===== config.mk =====
export PLATFORM = sky130hd
export DESIGN_NAME = light_threshold_interrupt
export DESIGN_NICKNAME = d
export VERILOG_FILES = /design/src/hdl/light_pkg.sv /design/src/hdl/light_threshold_interrupt.sv /design/src/hdl/persistence_counter.sv
export VERILOG_INCLUDE_DIRS = /design/src /design/src/hdl
export SDC_FILE = /design/constraint.sdc
export NUM_CORES = 1
export LEC_CHECK = 0
export ABC_AREA = 1
export BUFFER_PORTS_ARGS = -buffer_cell sky130_fd_sc_hd__buf_2
export CAP_MARGIN = 20
export CORE_UTILIZATION = 63
export CTS_BUF_LIST = sky130_fd_sc_hd__clkbuf_4 sky130_fd_sc_hd__clkbuf_8
export CTS_CLUSTER_DIAMETER = 200
export DETAILED_ROUTE_END_ITERATION = 10
export PLACE_DENSITY_LB_ADDON = 0.25
export REMOVE_ABC_BUFFERS = 1
export SLEW_MARGIN = 20
export SYNTH_ARGS = -nofsm -noshare
export SYNTH_HDL_FRONTEND = slang
export SYNTH_SLANG_ARGS = --single-unit

===== constraint.sdc =====
create_clock -name clk_i -period 2.9 [get_ports clk_i]
set_input_delay 0.435 -clock clk_i [delete_from_list [all_inputs] [get_ports clk_i]]
set_output_delay 0.435 -clock clk_i [all_outputs]
set_load 0.02 [all_outputs]

===== src/hdl/light_consts.svh =====
// Purpose: offsets, field positions, reset values and timing counts
// Assumes: 10 MHz core clock, byte wide register port
// Notes: shared by the light threshold interrupt block
// Function
// - a visible result below the low threshold counts as out of range.
// - a visible result above the high threshold counts as out of range.
// - the interrupt pin is driven active while the flag and enable are set.
// - a threshold low byte is staged and loaded with its high byte write.
// - persistence 0 flags every result and 1 flags the first out of range.
// - persistence 2 to 7 need 2,3,5,10,15,20 and 13 to 15 need 50,55,60.
// - the flag sets when the out of range count equals the selected number.
// - a result inside the threshold window clears the out of range count.
// - the wait period is a down count of wait value plus one 2.8 ms steps.
// - config zero bit 2 set makes the programmed wait 12 times longer.
// - the gain field selects 1x, 4x, 16x or 64x for codes 0 to 3.
// - writing a one to a status flag bit clears that flag.
`ifndef LIGHT_CONSTS_SVH
`define LIGHT_CONSTS_SVH

`define ADDR_WAIT_PERIOD    8'h83
`define ADDR_LOW_THR_LSB    8'h84
`define ADDR_LOW_THR_MSB    8'h85
`define ADDR_HIGH_THR_LSB   8'h86
`define ADDR_HIGH_THR_MSB   8'h87
`define ADDR_PERSISTENCE    8'h8c
`define ADDR_CONFIG_ZERO    8'h8d
`define ADDR_CONFIG_ONE     8'h90
`define ADDR_STATUS         8'h93

`define RST_BYTE            8'h00
`define RST_CONFIG_ZERO     8'h80
`define RST_THRESHOLD       16'h0000

`define LONG_WAIT_BIT       2
`define FLAG_BIT            4
`define LONG_WAIT_FACTOR    12'h00c

`define CLK_PERIOD_NS       100
`define WAIT_STEP_NS        2800000
`define WAIT_STEP_CYCLES    (`WAIT_STEP_NS / `CLK_PERIOD_NS)

`endif


===== src/hdl/light_pkg.sv =====
// Purpose: types of the light threshold interrupt block
// Assumes: constants live in light_consts.svh
// Notes: none
package light_pkg;

  typedef struct packed {
    logic       wr;
    logic       rd;
    logic [7:0] addr;
    logic [7:0] wdata;
  } reg_req_t;

  typedef enum logic [1:0] {
    WAIT_IDLE = 2'b00,
    WAIT_RUN  = 2'b01,
    WAIT_DONE = 2'b11
  } wait_state_t;

  typedef struct packed {
    logic [5:0] count;
    logic       event_hit;
  } counter_state_t;

  typedef struct packed {
    logic [7:0]  low_stage;
    logic [15:0] low_thr;
    logic [7:0]  high_stage;
    logic [15:0] high_thr;
    logic [7:0]  persistence_filter;
    logic [7:0]  config_zero;
    logic [7:0]  config_one;
    logic [7:0]  wait_period_value;
    logic        flag;
    logic        int_oe;
    logic        int_lvl;
    logic [6:0]  gain;
    logic [7:0]  rdata;
    wait_state_t wst;
    logic [15:0] pre;
    logic [11:0] steps;
    logic        wait_done;
    logic        busy;
  } core_state_t;

endpackage : light_pkg


===== src/hdl/light_threshold_interrupt.sv =====
// Purpose: threshold, persistence, wait timer and gain registers
// Assumes: register port is the decoded side of the serial slave
// Notes: read data answers one cycle after the read strobe
`timescale 1ns/1ps
`include "light_consts.svh"
module light_threshold_interrupt
  import light_pkg::*;
#(
  parameter int WAIT_STEP_CYCLES = `WAIT_STEP_CYCLES
) (
  input  wire logic        clk_i,
  input  wire logic        reset_i,
  input  wire reg_req_t    reg_req_i,
  input  wire logic        result_valid_i,
  input  wire logic [15:0] vis_result_i,
  input  wire logic        light_interrupt_enable_i,
  input  wire logic        wait_start_i,
  output logic [7:0]       rdata_o,
  output logic             light_interrupt_flag_o,
  output logic             int_o,
  output logic             int_oe_o,
  output logic [6:0]       light_gain_o,
  output logic             wait_busy_o,
  output logic             wait_done_o
);

  localparam logic [15:0] STEP_LAST = 16'(WAIT_STEP_CYCLES - 1);

  core_state_t s_q;
  core_state_t s_d;
  logic        persist_event;
  logic        flag_clear;

  // write strobe to one register address
  function automatic logic wr_hit(input reg_req_t r, input logic [7:0] a);
    wr_hit = r.wr && (r.addr == a);
  endfunction : wr_hit

  // number of 2.8 ms steps in one wait period
  function automatic logic [11:0] wait_steps(input logic [7:0] w,
                                             input logic       long_w);
    logic [11:0] base;
    base = {4'h0, w} + 12'h001;
    wait_steps = long_w ? 12'(base * `LONG_WAIT_FACTOR) : base;
  endfunction : wait_steps

  // gain factor for the two bit gain code
  function automatic logic [6:0] gain_of(input logic [1:0] code);
    case (code)
      2'h0:    gain_of = 7'h01;
      2'h1:    gain_of = 7'h04;
      2'h2:    gain_of = 7'h10;
      default: gain_of = 7'h40;
    endcase
  endfunction : gain_of

  persistence_counter u_count (
    .clk_i                      (clk_i),
    .reset_i                    (reset_i),
    .result_valid_i             (result_valid_i),
    .vis_result_i               (vis_result_i),
    .low_thr_i                  (s_q.low_thr),
    .high_thr_i                 (s_q.high_thr),
    .persistence_count_select_i (s_q.persistence_filter[3:0]),
    .event_o                    (persist_event),
    .count_o                    ()
  );

  always_comb begin
    s_d = s_q;
    s_d.wait_done = 1'b0;
    s_d.int_lvl = 1'b0;
    flag_clear = wr_hit(reg_req_i, `ADDR_STATUS)
               && reg_req_i.wdata[`FLAG_BIT];
    // register writes
    if (wr_hit(reg_req_i, `ADDR_LOW_THR_LSB)) begin
      s_d.low_stage = reg_req_i.wdata;
    end
    if (wr_hit(reg_req_i, `ADDR_LOW_THR_MSB)) begin
      s_d.low_thr = {reg_req_i.wdata, s_q.low_stage};
    end
    if (wr_hit(reg_req_i, `ADDR_HIGH_THR_LSB)) begin
      s_d.high_stage = reg_req_i.wdata;
    end
    if (wr_hit(reg_req_i, `ADDR_HIGH_THR_MSB)) begin
      s_d.high_thr = {reg_req_i.wdata, s_q.high_stage};
    end
    if (wr_hit(reg_req_i, `ADDR_PERSISTENCE)) begin
      s_d.persistence_filter = reg_req_i.wdata;
    end
    if (wr_hit(reg_req_i, `ADDR_CONFIG_ZERO)) begin
      s_d.config_zero = reg_req_i.wdata;
    end
    if (wr_hit(reg_req_i, `ADDR_CONFIG_ONE)) begin
      s_d.config_one = reg_req_i.wdata;
    end
    if (wr_hit(reg_req_i, `ADDR_WAIT_PERIOD)) begin
      s_d.wait_period_value = reg_req_i.wdata;
    end
    // sticky flag, a new event beats a clear in the same cycle
    s_d.flag = (s_q.flag && !flag_clear) || persist_event;
    s_d.int_oe = s_q.flag && light_interrupt_enable_i;
    s_d.gain = gain_of(s_q.config_one[1:0]);
    // read data
    if (reg_req_i.rd) begin
      case (reg_req_i.addr)
        `ADDR_WAIT_PERIOD:  s_d.rdata = s_q.wait_period_value;
        `ADDR_LOW_THR_LSB:  s_d.rdata = s_q.low_stage;
        `ADDR_LOW_THR_MSB:  s_d.rdata = s_q.low_thr[15:8];
        `ADDR_HIGH_THR_LSB: s_d.rdata = s_q.high_stage;
        `ADDR_HIGH_THR_MSB: s_d.rdata = s_q.high_thr[15:8];
        `ADDR_PERSISTENCE:  s_d.rdata = s_q.persistence_filter;
        `ADDR_CONFIG_ZERO:  s_d.rdata = s_q.config_zero;
        `ADDR_CONFIG_ONE:   s_d.rdata = s_q.config_one;
        `ADDR_STATUS:       s_d.rdata = {3'h0, s_q.flag, 4'h0};
        default:            s_d.rdata = 8'h00;
      endcase
    end
    // wait timer
    case (s_q.wst)
      WAIT_IDLE: begin
        if (wait_start_i) begin
          s_d.steps = wait_steps(s_q.wait_period_value,
                                 s_q.config_zero[`LONG_WAIT_BIT]);
          s_d.pre = STEP_LAST;
          s_d.wst = WAIT_RUN;
        end
      end
      WAIT_RUN: begin
        if (s_q.pre == 16'h0000) begin
          s_d.pre = STEP_LAST;
          if (s_q.steps == 12'h001) begin
            s_d.wst = WAIT_DONE;
            s_d.wait_done = 1'b1;
          end else begin
            s_d.steps = s_q.steps - 12'h001;
          end
        end else begin
          s_d.pre = s_q.pre - 16'h0001;
        end
      end
      WAIT_DONE: begin
        s_d.wst = WAIT_IDLE;
      end
      default: begin
        s_d.wst = WAIT_IDLE;
      end
    endcase
    // busy is registered so the output comes straight from a flop
    s_d.busy = (s_d.wst == WAIT_RUN);
  end

  always_ff @(posedge clk_i) begin
    if (reset_i) begin
      s_q            <= '0;
      s_q.low_thr    <= `RST_THRESHOLD;
      s_q.high_thr   <= `RST_THRESHOLD;
      s_q.config_zero <= `RST_CONFIG_ZERO;
      s_q.config_one  <= `RST_BYTE;
      s_q.gain       <= 7'h01;
      s_q.wst        <= WAIT_IDLE;
    end else begin
      s_q <= s_d;
    end
  end

  assign rdata_o                = s_q.rdata;
  assign light_interrupt_flag_o = s_q.flag;
  assign int_o                  = s_q.int_lvl;
  assign int_oe_o               = s_q.int_oe;
  assign light_gain_o           = s_q.gain;
  assign wait_busy_o            = s_q.busy;
  assign wait_done_o            = s_q.wait_done;

  property p_stage_only;
    @(posedge clk_i) disable iff (reset_i)
    wr_hit(reg_req_i, `ADDR_LOW_THR_LSB)
      && !wr_hit(reg_req_i, `ADDR_LOW_THR_MSB)
      |=> s_q.low_thr == $past(s_q.low_thr);
  endproperty
  a_stage_only: assert property (p_stage_only)
    else $error("low byte write changed active threshold");

  property p_pair_load;
    @(posedge clk_i) disable iff (reset_i)
    wr_hit(reg_req_i, `ADDR_HIGH_THR_LSB) ##1 !reg_req_i.wr ##1
      wr_hit(reg_req_i, `ADDR_HIGH_THR_MSB)
      |=> s_q.high_thr[7:0] == $past(reg_req_i.wdata, 3)
       && s_q.high_thr[15:8] == $past(reg_req_i.wdata);
  endproperty
  a_pair_load: assert property (p_pair_load)
    else $error("threshold pair not loaded together");

  property p_pin;
    @(posedge clk_i) disable iff (reset_i)
    ##1 int_oe_o == $past(s_q.flag && light_interrupt_enable_i);
  endproperty
  a_pin: assert property (p_pin)
    else $error("interrupt pin does not follow flag and enable");

  property p_clear;
    @(posedge clk_i) disable iff (reset_i)
    flag_clear && !persist_event |=> !light_interrupt_flag_o;
  endproperty
  a_clear: assert property (p_clear)
    else $error("flag not cleared by write one");

  property p_set_wins;
    @(posedge clk_i) disable iff (reset_i)
    persist_event |=> light_interrupt_flag_o;
  endproperty
  a_set_wins: assert property (p_set_wins)
    else $error("persistence event lost");

  property p_gain;
    @(posedge clk_i) disable iff (reset_i)
    s_q.config_one[1:0] == 2'h2 |=> light_gain_o == 7'h10;
  endproperty
  a_gain: assert property (p_gain)
    else $error("gain code two not sixteen");

  property p_short_wait;
    @(posedge clk_i) disable iff (reset_i)
    s_q.wst == WAIT_IDLE && wait_start_i && !s_q.config_zero[`LONG_WAIT_BIT]
      |=> s_q.steps == {4'h0, $past(s_q.wait_period_value)} + 12'h001;
  endproperty
  a_short_wait: assert property (p_short_wait)
    else $error("wait steps not value plus one");

  property p_long_wait;
    @(posedge clk_i) disable iff (reset_i)
    s_q.wst == WAIT_IDLE && wait_start_i && s_q.config_zero[`LONG_WAIT_BIT]
      |=> s_q.steps
          == 12'(({4'h0, $past(s_q.wait_period_value)} + 12'h001) * 12'h00c);
  endproperty
  a_long_wait: assert property (p_long_wait)
    else $error("long wait not twelve times");

endmodule : light_threshold_interrupt


===== src/hdl/persistence_counter.sv =====
// Purpose: counts consecutive out of range visible results
// Assumes: result_valid_i pulses once per conversion
// Notes: count saturates at its top value
`timescale 1ns/1ps
`include "light_consts.svh"
module persistence_counter
  import light_pkg::*;
(
  input  wire logic        clk_i,
  input  wire logic        reset_i,
  input  wire logic        result_valid_i,
  input  wire logic [15:0] vis_result_i,
  input  wire logic [15:0] low_thr_i,
  input  wire logic [15:0] high_thr_i,
  input  wire logic [3:0]  persistence_count_select_i,
  output logic             event_o,
  output logic [5:0]       count_o
);

  counter_state_t s_q;
  counter_state_t s_d;
  logic           out_range;
  logic [5:0]     next_count;

  // results needed before the flag sets
  function automatic logic [5:0] needed(input logic [3:0] sel);
    case (sel)
      4'h0:    needed = 6'h00;
      4'h1:    needed = 6'h01;
      4'h2:    needed = 6'h02;
      4'h3:    needed = 6'h03;
      4'h4:    needed = 6'h05;
      4'h5:    needed = 6'h0a;
      4'h6:    needed = 6'h0f;
      4'h7:    needed = 6'h14;
      4'h8:    needed = 6'h19;
      4'h9:    needed = 6'h1e;
      4'ha:    needed = 6'h23;
      4'hb:    needed = 6'h28;
      4'hc:    needed = 6'h2d;
      4'hd:    needed = 6'h32;
      4'he:    needed = 6'h37;
      default: needed = 6'h3c;
    endcase
  endfunction : needed

  always_comb begin
    out_range = (vis_result_i < low_thr_i)
              | (vis_result_i > high_thr_i);
    next_count = (s_q.count == 6'h3f) ? s_q.count : s_q.count + 6'h01;
    s_d = s_q;
    s_d.event_hit = 1'b0;
    if (result_valid_i) begin
      if (out_range) begin
        s_d.count = next_count;
      end else begin
        s_d.count = 6'h00;
      end
      if (persistence_count_select_i == 4'h0) begin
        s_d.event_hit = 1'b1;
      end else if (out_range
                   && next_count == needed(persistence_count_select_i)) begin
        s_d.event_hit = 1'b1;
      end
    end
  end

  always_ff @(posedge clk_i) begin
    if (reset_i) begin
      s_q <= '0;
    end else begin
      s_q <= s_d;
    end
  end

  assign event_o = s_q.event_hit;
  assign count_o = s_q.count;

  property p_in_window;
    @(posedge clk_i) disable iff (reset_i)
    result_valid_i && !out_range |=> count_o == 6'h00;
  endproperty
  a_in_window: assert property (p_in_window)
    else $error("count not cleared inside window");

  property p_below_low;
    @(posedge clk_i) disable iff (reset_i)
    result_valid_i && vis_result_i < low_thr_i && count_o < 6'h3e
      |=> count_o == $past(count_o) + 6'h01;
  endproperty
  a_below_low: assert property (p_below_low)
    else $error("low side result not counted");

  property p_above_high;
    @(posedge clk_i) disable iff (reset_i)
    result_valid_i && vis_result_i > high_thr_i && count_o < 6'h3e
      |=> count_o == $past(count_o) + 6'h01;
  endproperty
  a_above_high: assert property (p_above_high)
    else $error("high side result not counted");

  property p_every_cycle;
    @(posedge clk_i) disable iff (reset_i)
    result_valid_i && persistence_count_select_i == 4'h0 |=> event_o;
  endproperty
  a_every_cycle: assert property (p_every_cycle)
    else $error("persistence zero did not flag");

  property p_sel_seven;
    @(posedge clk_i) disable iff (reset_i)
    result_valid_i && out_range && persistence_count_select_i == 4'h7
      && count_o == 6'h13 |=> event_o;
  endproperty
  a_sel_seven: assert property (p_sel_seven)
    else $error("twentieth result did not flag");

  property p_sel_eight;
    @(posedge clk_i) disable iff (reset_i)
    result_valid_i && out_range && persistence_count_select_i == 4'h8
      && count_o == 6'h18 |=> event_o;
  endproperty
  a_sel_eight: assert property (p_sel_eight)
    else $error("twenty fifth result did not flag");

  property p_no_early;
    @(posedge clk_i) disable iff (reset_i)
    result_valid_i && persistence_count_select_i != 4'h0
      && s_d.count != needed(persistence_count_select_i)
      |=> !event_o;
  endproperty
  a_no_early: assert property (p_no_early)
    else $error("flag raised off the selected count");

endmodule : persistence_counter


==> results.md, run 1 <==
- The number of fillers in the final layout is 1045.
- The number of antenna violations at the first check in global routing is 0.
- The post-route minimum period is 2.594 ns.
- The run finished with clean final reports.
- The most common cell in the netlist is sky130_fd_sc_hd__nand2_1.
- Setup repair after global routing left no endpoint under its margin.
- The startpoint of the worst register-to-register path is s_q[51]$_SDFFE_PP0P_.
- Setup slack on the worst reg-to-reg path comes out at 0.31 ns.
- The longest clock path from root to sink contains 2 buffers.
- The maximum VDD drop is 366.9 uV.
- Data on the critical path is required at its endpoint by 3.30 ns.
- The number of I/O port buffers is 54.
- The instance count after placement with tap cells included is 1269.
- Across the routed clock network, the largest skew measured is 0.01140 ns.
- In this run the power density over the cells is 486.8 nW/um^2.
- The total area of sequential cells is 2784 um^2.
- The tool flagged a number of max-cap violations equal to 0.
- The synthesized instance count is 1086.
- Counting instances in the post-synthesis netlist gives the leading cell types as sky130_fd_sc_hd__nand2_1, sky130_fd_sc_hd__inv_1, sky130_fd_sc_hd__dfxtp_1, sky130_fd_sc_hd__a21oi_1, sky130_fd_sc_hd__o21ai_0.
- The routed via count divided by cell count is 5.588.
- The share of post-route cells with drive strength above 1 is 0.1219.
- The number of max-slew violations in the final report is 0.
- The flip-flop and latch count after synthesis is 139.
- The source-to-sink clock delay at the later pin of the worst-skew pair is 0.47 ns.
- The cell type with the largest total area after synthesis is sky130_fd_sc_hd__dfxtp_1.
- In this run, synthesis inferred 0 flip-flops with an integrated enable.
- The static leakage is 0.003524 uW.
- The endpoint arrival time on the critical path is 2.99 ns.
- The largest driver fanout on the critical path is 6.
- Yosys printed 0 warnings.
- The hold violation total from the final report came to 0.
- The final net count is 1206.
- The core outline area is 12060 um^2.
- The critical path startpoint is s_q[51]$_SDFFE_PP0P_.
- The repair_antennas step left the layout with diodes totalling 0.
- The starting density of the core is 0.6464.
- The sequential fraction of the synthesis area is 0.3569.
- For the worst flop-to-flop path, the logic depth is 14.
- The via count of the first global-routing pass is 6741.
- Clock tree synthesis found a total of about 140 sinks.
- Of the available clock period, the critical path in the final layout requires 0.8944.
- The deepest level of the CTS H-tree is 4.
- Setup slack closes at 0.3063 ns.
- The number of gates resized after cts is 0.
- Following the worst setup path forward leads to its endpoint at s_q[13]$_SDFFE_PP0P_.
- In this run the tightest slew margin relative to its limit is 0.6139.
- By startpoint and endpoint, the worst setup path is classified as flop to flop.
- In this run the remaining antenna-violating nets after routing total 0.
- Relative to the synthesized area, the layout overhead comes to 8.570%.
- OpenSTA, run right after detailed placement, puts the worst setup slack at 0.2964 ns.
- Clock-pin slew was measured on the worst setup and hold paths at roughly 0.080 ns.
- The number of clock buffers inserted by TritonCTS is 17.
- Across all layers, the routed design uses 7264 vias.
- The number of hold buffers added after cts is 0.
- The first global-routing pass estimated between 30000 and 40000 um of wire.
- After the first detailed-routing iteration, the DRC count stood at 675.
- The aggregate global routing overflow is 0.
- The final weighted congestion in routability-driven placement is 0.8923.
- The total area of multi-input combinational cells is 4156 um^2.
- After synthesis the cells add up to 7796 um^2.
- The synthesized netlist contains 50 unique library cells.
- The maximum number of pins on one net before global-route repair is 45.
- Ranked by total cell area, the synthesized netlist is headed by sky130_fd_sc_hd__dfxtp_1, sky130_fd_sc_hd__a21oi_1, sky130_fd_sc_hd__ha_1.
- For the pin with the worst max-slew slack, the measured transition is a little under 0.6 ns.
- Of the post-synthesis cell area, the dominant cell type holds 0.3569.
- The per-instance average area after synthesis is a little over 7 um^2.
- The achievable frequency is 0.3855 GHz.
- The detailed-router iteration count before antenna repair is 5.
- Summed over all failing endpoints, the final setup total negative slack is 0 ns.
- The worst min-delay path category is input port to flop.
- The area of the die is 12820 um^2.
- The routed length per placed instance is 14.38 um.
- During I/O placement, the number of pins put on the boundary was just under 60.
- For this run, the leading register cell type out of synthesis is sky130_fd_sc_hd__dfxtp_1.
- The count of placed standard cells in the final layout, fillers left out is 1300.
- The kind of end point of the critical path is a flop.
- STA classifies the critical path startpoint as a flop.
- The fraction of registers with async set/reset is 0.
- TritonCTS built the clock tree.
- The remaining routing DRC violations is 0.
- The total of endpoints with negative setup slack in the final report is 0.
- The worst register-to-register path ends at s_q[13]$_SDFFE_PP0P_.
- The total routing resource utilization after global routing is 0.3057.
- The total detailed-routing wirelength is 18690 um.
- The source of the worst hold timing path is light_interrupt_enable_i.
- The chip height is 113.2 um.
- In this run the core area contains 40 standard-cell rows.
- Buffers added to address setup during post-CTS repair amount to 0.
- The chip width is 113.2 um.
- The buffer cell driving the clock tree root is sky130_fd_sc_hd__clkbuf_8.
- The half-perimeter wire length after detailed placement is roughly 14000 um.
## cell usage in the layout, fill, tap and decap left out, drive strengths merged, types with 11 or more instances in the layout
master	Yosys	final
nand2	166	166
inv	159	159
nor3	13	13
nor2	90	90
o22ai	27	27
dfxtp	139	139
o21ai	109	109
buf	26	59
a21oi	139	139
o211ai	11	11
nand3	61	61
clkbuf	21	21
nand4	13	13
ha	47	47
xor2	12	12
## sequential cells by signal, indices dropped and copies added (netlist names), named ones only
signal,flops
int_oe_o,1
light_gain_o,4
light_interrupt_flag_o,1
rdata_o,8
s_q,110
u_count.count_o,6
u_count.event_o,1
wait_busy_o,1
wait_done_o,1
## metrics by stage
step	hold WS, ns	cell area, um^2	utilization	total power, uW
3_5_place_dp	0.4377	8055	0.6678	2539
6_report	0.1970	8464	0.7018	4120
3_3_place_gp	0.4312	8055	0.6678	2527
4_1_cts	0.1872	8461	0.7015	4128
5_1_grt	0.1994	8464	0.7018	4288
2_1_floorplan	0.4093	7537	-	2382
## power breakdown
group / leakage [uW] / switching, uW / total [uW] / internal, uW
sequential: 0.00113 / 40.3 / 2000 / 1960
clock: 0.000192 / 765 / 1610 / 847
combinational: 0.00220 / 333 / 511 / 178
## cell families after synthesis
logic type / after synthesis / share of synthesized area
and+or+nand+nor: 357 / 0.2110
AOI/OAI and AO/OA: 314 / 0.2208
buffers and inverters: 207 / 0.1117
DFF: 139 / 0.3569
adders and majority gates: 47 / 0.07543
xor gates and xnor gates: 21 / 0.02359
other: 1 / 0.0004810
## metal layers
metal	GRT usage	wire (um)	vias up
li1	-	-	3689
met1	0.3917	8416	3273
met2	0.5076	8626	273
met3	0.06802	1345	29
met4	0.1061	301	0
met5	0	0	-
## cell type report
class                           instances  share of cell area
Timing Repair Buffer                   59             0.03636
Sequential cell                       139              0.3289
Tap cell                              168             0.02483
Inverter                              160             0.07095
Clock buffer                           21             0.03415
Clock inverter                         10             0.01375
Multi-Input combinational cell        743              0.4911
## worst min path at each step
stage,to,slack [ns],depth (start not counted)
2_1_floorplan,light_interrupt_flag_o$_SDFF_PP0_,0.41,2
3_3_place_gp,s_q[64]$_SDFFE_PP0P_,0.43,2
3_5_place_dp,s_q[64]$_SDFFE_PP0P_,0.44,2
4_1_cts,int_oe_o$_SDFF_PP0_,0.19,3
5_1_grt,int_oe_o$_SDFF_PP0_,0.20,3
6_report,int_oe_o$_SDFF_PP0_,0.20,3
## critical path, stage by stage (launching register included)
cell	delay (ns)
sky130_fd_sc_hd__dfxtp_1	0.45
sky130_fd_sc_hd__ha_2	0.28
sky130_fd_sc_hd__nand2_4	0.07
sky130_fd_sc_hd__nor2_2	0.13
sky130_fd_sc_hd__nand3_1	0.13
sky130_fd_sc_hd__nand2_1	0.16
sky130_fd_sc_hd__inv_1	0.08
sky130_fd_sc_hd__ha_1	0.31
sky130_fd_sc_hd__a21oi_1	0.24
sky130_fd_sc_hd__nor2_1	0.06
sky130_fd_sc_hd__a211oi_1	0.21
sky130_fd_sc_hd__o21ai_0	0.12
sky130_fd_sc_hd__nand2_1	0.07
sky130_fd_sc_hd__nand3_1	0.06
sky130_fd_sc_hd__a21oi_1	0.13
Power figures use the tool's default switching activity.
==> run 2, diff against run 1 <==
- CELL_PAD_IN_SITES_DETAIL_PLACEMENT: not set -> 1
- CELL_PAD_IN_SITES_GLOBAL_PLACEMENT: not set -> 1
- CORE_UTILIZATION: 63 -> 46
==> results.md, run 2 (synthesis results as in run 1) <==
- The total routing resource utilization after global routing is 0.2574.
- Setup violations remaining at the end of the flow were counted as 0.
- The number of I/O port buffers is 54.
- The hold violation total from the final report came to 0.
- The number of setup buffers added after CTS is 0.
- The number of clock sinks is 139.
- The library cell used most frequently in the layout, excluding fill and tap cells, is sky130_fd_sc_hd__nand2_1.
- The maximum number of pins on one net before global-route repair is 68.
- The largest single stage delay on the critical path is 0.54 ns.
- Setup repair after global routing left no endpoint under its margin.
- The final worst clock skew is 0.01275 ns.
- The number of clock buffers inserted by TritonCTS is 17.
- The routed length per placed instance is 16.05 um.
- The number of cells on the worst reg-to-reg path is 14.
- The number of max-slew violations in the final report came to 0.
- The initial utilization of the core area, before any placement, comes to 0.4701.
- The static leakage is approximately 0.0036 uW.
- Walking the worst path, the cells encountered are nand2_1 > nor2_2 > nand3_1 > nor2_1 > xor2_1 > inv_1 > ha_1 > nand2_1 > nor2_1 > a211oi_1 > o21ai_0 > nand2_1 > nand3_1 > a21oi_1.
- For this block, the via count after detailed routing is 7381.
- For this run, the share of the core covered by cells in the final layout is 0.5189.
- The reported max-cap violation count is 0.
- The register bank with the most flops is s_q.
- The number of antenna violations at the first check in global routing is 0.
- The via count of the first global-routing pass is 7460.
- STA classifies the critical path endpoint as a flop.
- The reg-to-reg setup timing slack is between 0.3 and 0.4 ns.
- Compared with the post-synthesis result, the final layout area differs by 10.37%.
- The post-detailed-placement cell area is 8133 um^2.
- The first global-routing pass estimated 36160 um of wire.
- The worst setup path is launched from a flop.
- In this run the tightest slew margin relative to its limit is 0.5704.
- 59 I/O pins were placed.
- In this run the remaining antenna-violating nets after routing total 0.
- The dominant delay contributor by cell family on the critical path is simple AND/OR/NAND/NOR gates.
- Clock-pin slew was measured on the worst setup and hold paths at 0.08 ns.
- After the first detailed-routing iteration, the DRC count stood at 340.
- The remaining routing DRC violations is 0.
- The number of cell rows is between 40 and 50.
- The buffers plus inverters on the worst setup path is 1.
- The register with the most flip-flops in the layout has 110 of them.
- The first detailed-routing pass took 5 iterations.
- The TritonCTS clock tree is yes.
- The library cells used most frequently in the layout, excluding fill and tap cells, are sky130_fd_sc_hd__nand2_1, sky130_fd_sc_hd__inv_1, sky130_fd_sc_hd__a21oi_1, sky130_fd_sc_hd__dfxtp_1, sky130_fd_sc_hd__o21ai_0.
- The tree is rooted in a sky130_fd_sc_hd__clkbuf_8.
- Summed over all nets, the half-perimeter wirelength after detailed placement is 16080 um.
- Adding up every negative setup slack in the final design gives 0 ns.
- STA puts the critical path data required time at 3.29 ns.
- In this run the number of H-tree levels came out at 4.
- The later pin in the worst-skew pair is clocked with a latency of 0.45 ns.
- The maximum VDD drop is around 280 uV.
- The share of the clock period used by the worst path after layout is 0.8940.
- The area of the die is 17470 um^2.
- The maximum clock insertion buffer count is 2.
- From bottom edge to top edge, the die measures 132.2 um.
- After floorplanning, the core was sized to cover ~17000 um^2.
- The critical path crosses 14 cells after its start point.
- The aggregate global routing overflow is 0.
- The achievable frequency is 0.3857 GHz.
- The endpoint arrival time on the critical path is 2.98 ns.
- The worst min-delay path category is input port to flop.
- The total detailed-routing wirelength is 21720 um.
- Among all stages on the critical path, the largest delay is contributed by sky130_fd_sc_hd__dfxtp_1.
- The critical path class is flop to flop.
- From left edge to right edge, the die measures 132.2 um.
- The actual slew at the worst max-slew pin is between 0.6 and 0.7 ns.
- The number of antenna diodes in the final layout is 0.
- The post-route minimum period is around 2.6 ns.
- The routed via count divided by cell count is approximately 5.5.
- The worst hold path passes through 3 cells.
- The total non-filler cell area in the finished layout is 8605 um^2.
- In the final design database the tool counted around 1200 nets.
- The share of post-route cells with drive strength above 1 is 0.1236.
- The library cell appearing most often on the critical path is sky130_fd_sc_hd__nand2_1.
- In this run the worst path has a maximum fanout of 8.
- The run finished with clean final reports.
- The final weighted congestion in routability-driven placement is around 0.9.
- In this run the power density over the cells is roughly 510 nW/um^2.
-- run 2: cell types whose count changed in the layout (fill, tap and decap cells not counted) --
cell                         before  now
sky130_fd_sc_hd__buf_4            5    4
sky130_fd_sc_hd__bufinv_16        2    5
sky130_fd_sc_hd__inv_6            0    1
sky130_fd_sc_hd__clkinvlp_4       5    1
sky130_fd_sc_hd__clkinv_2         2    5
sky130_fd_sc_hd__dfxtp_1        138  137
sky130_fd_sc_hd__buf_12           0    1
sky130_fd_sc_hd__clkinv_4         1    0
sky130_fd_sc_hd__dfxtp_2          1    2
sky130_fd_sc_hd__clkbuf_8        21   20
-- run 2: worst paths after layout --
| check | from | endpoint |
|---|---|---|
| worst min-delay path | light_interrupt_enable_i | int_oe_o$_SDFF_PP0_ |
| worst max register to register | s_q[52]$_SDFFE_PP0P_ | s_q[13]$_SDFFE_PP0P_ |
| worst min register to register | s_q[64]$_SDFFE_PP0P_ | s_q[64]$_SDFFE_PP0P_ |
| worst max-delay path | s_q[52]$_SDFFE_PP0P_ | s_q[13]$_SDFFE_PP0P_ |
-- run 2: layout make-up --
| type | instances | area [um^2] |
|---|---|---|
| Sequential cell | 139 | 2785 |
| Fill cell | 2206 | 7979 |
| Clock buffer | 20 | 275.3 |
| Inverter | 160 | 600.6 |
| Multi-Input combinational cell | 743 | 4156 |
| Clock inverter | 12 | 191.4 |
| Tap cell | 220 | 275.3 |
| Timing Repair Buffer | 59 | 320.3 |
-- run 2: metrics by stage --
stage	hold WS [ns]	power, uW	std cells	worst slack [ns]
finish	0.1975	4388	1353	0.3073
global route	0.1927	4571	1353	0.05881
CTS	0.1773	4410	1353	0.2107
detailed placement	0.4297	2564	1321	0.2534
global placement	0.4288	2545	1321	0.3497
floorplan	0.4093	2382	1042	0.5412
-- run 2: repair_timing --
action | 4_1_cts | 5_1_grt
hold buffers | 0 | 0
resized for setup | 0 | 3
endpoints found under the setup margin | 0 | 1
hold endpoints to repair | 0 | 0
-- run 2: power breakdown --
part	switching (uW)	internal [uW]	total, uW
clock	770	1090	1860
sequential	41.5	1960	2000
combinational	351	180	532
-- run 2: worst min-delay path, delay by kind of cell --
kind	cells	cell delay (ns)
buffers and inverters	1	0.09
and+or+nand+nor	2	0.08
-- run 2: metal layers --
layer  up-vias  track usage  wire length (um)  share of wire
met5         -            0                 0              0
met4         0      0.07982               348          0.016
met3        32      0.04921               667          0.031
met2       114       0.4400             10260           0.47
met1      3556       0.3273             10440           0.48
li1       3679            -                 -              -
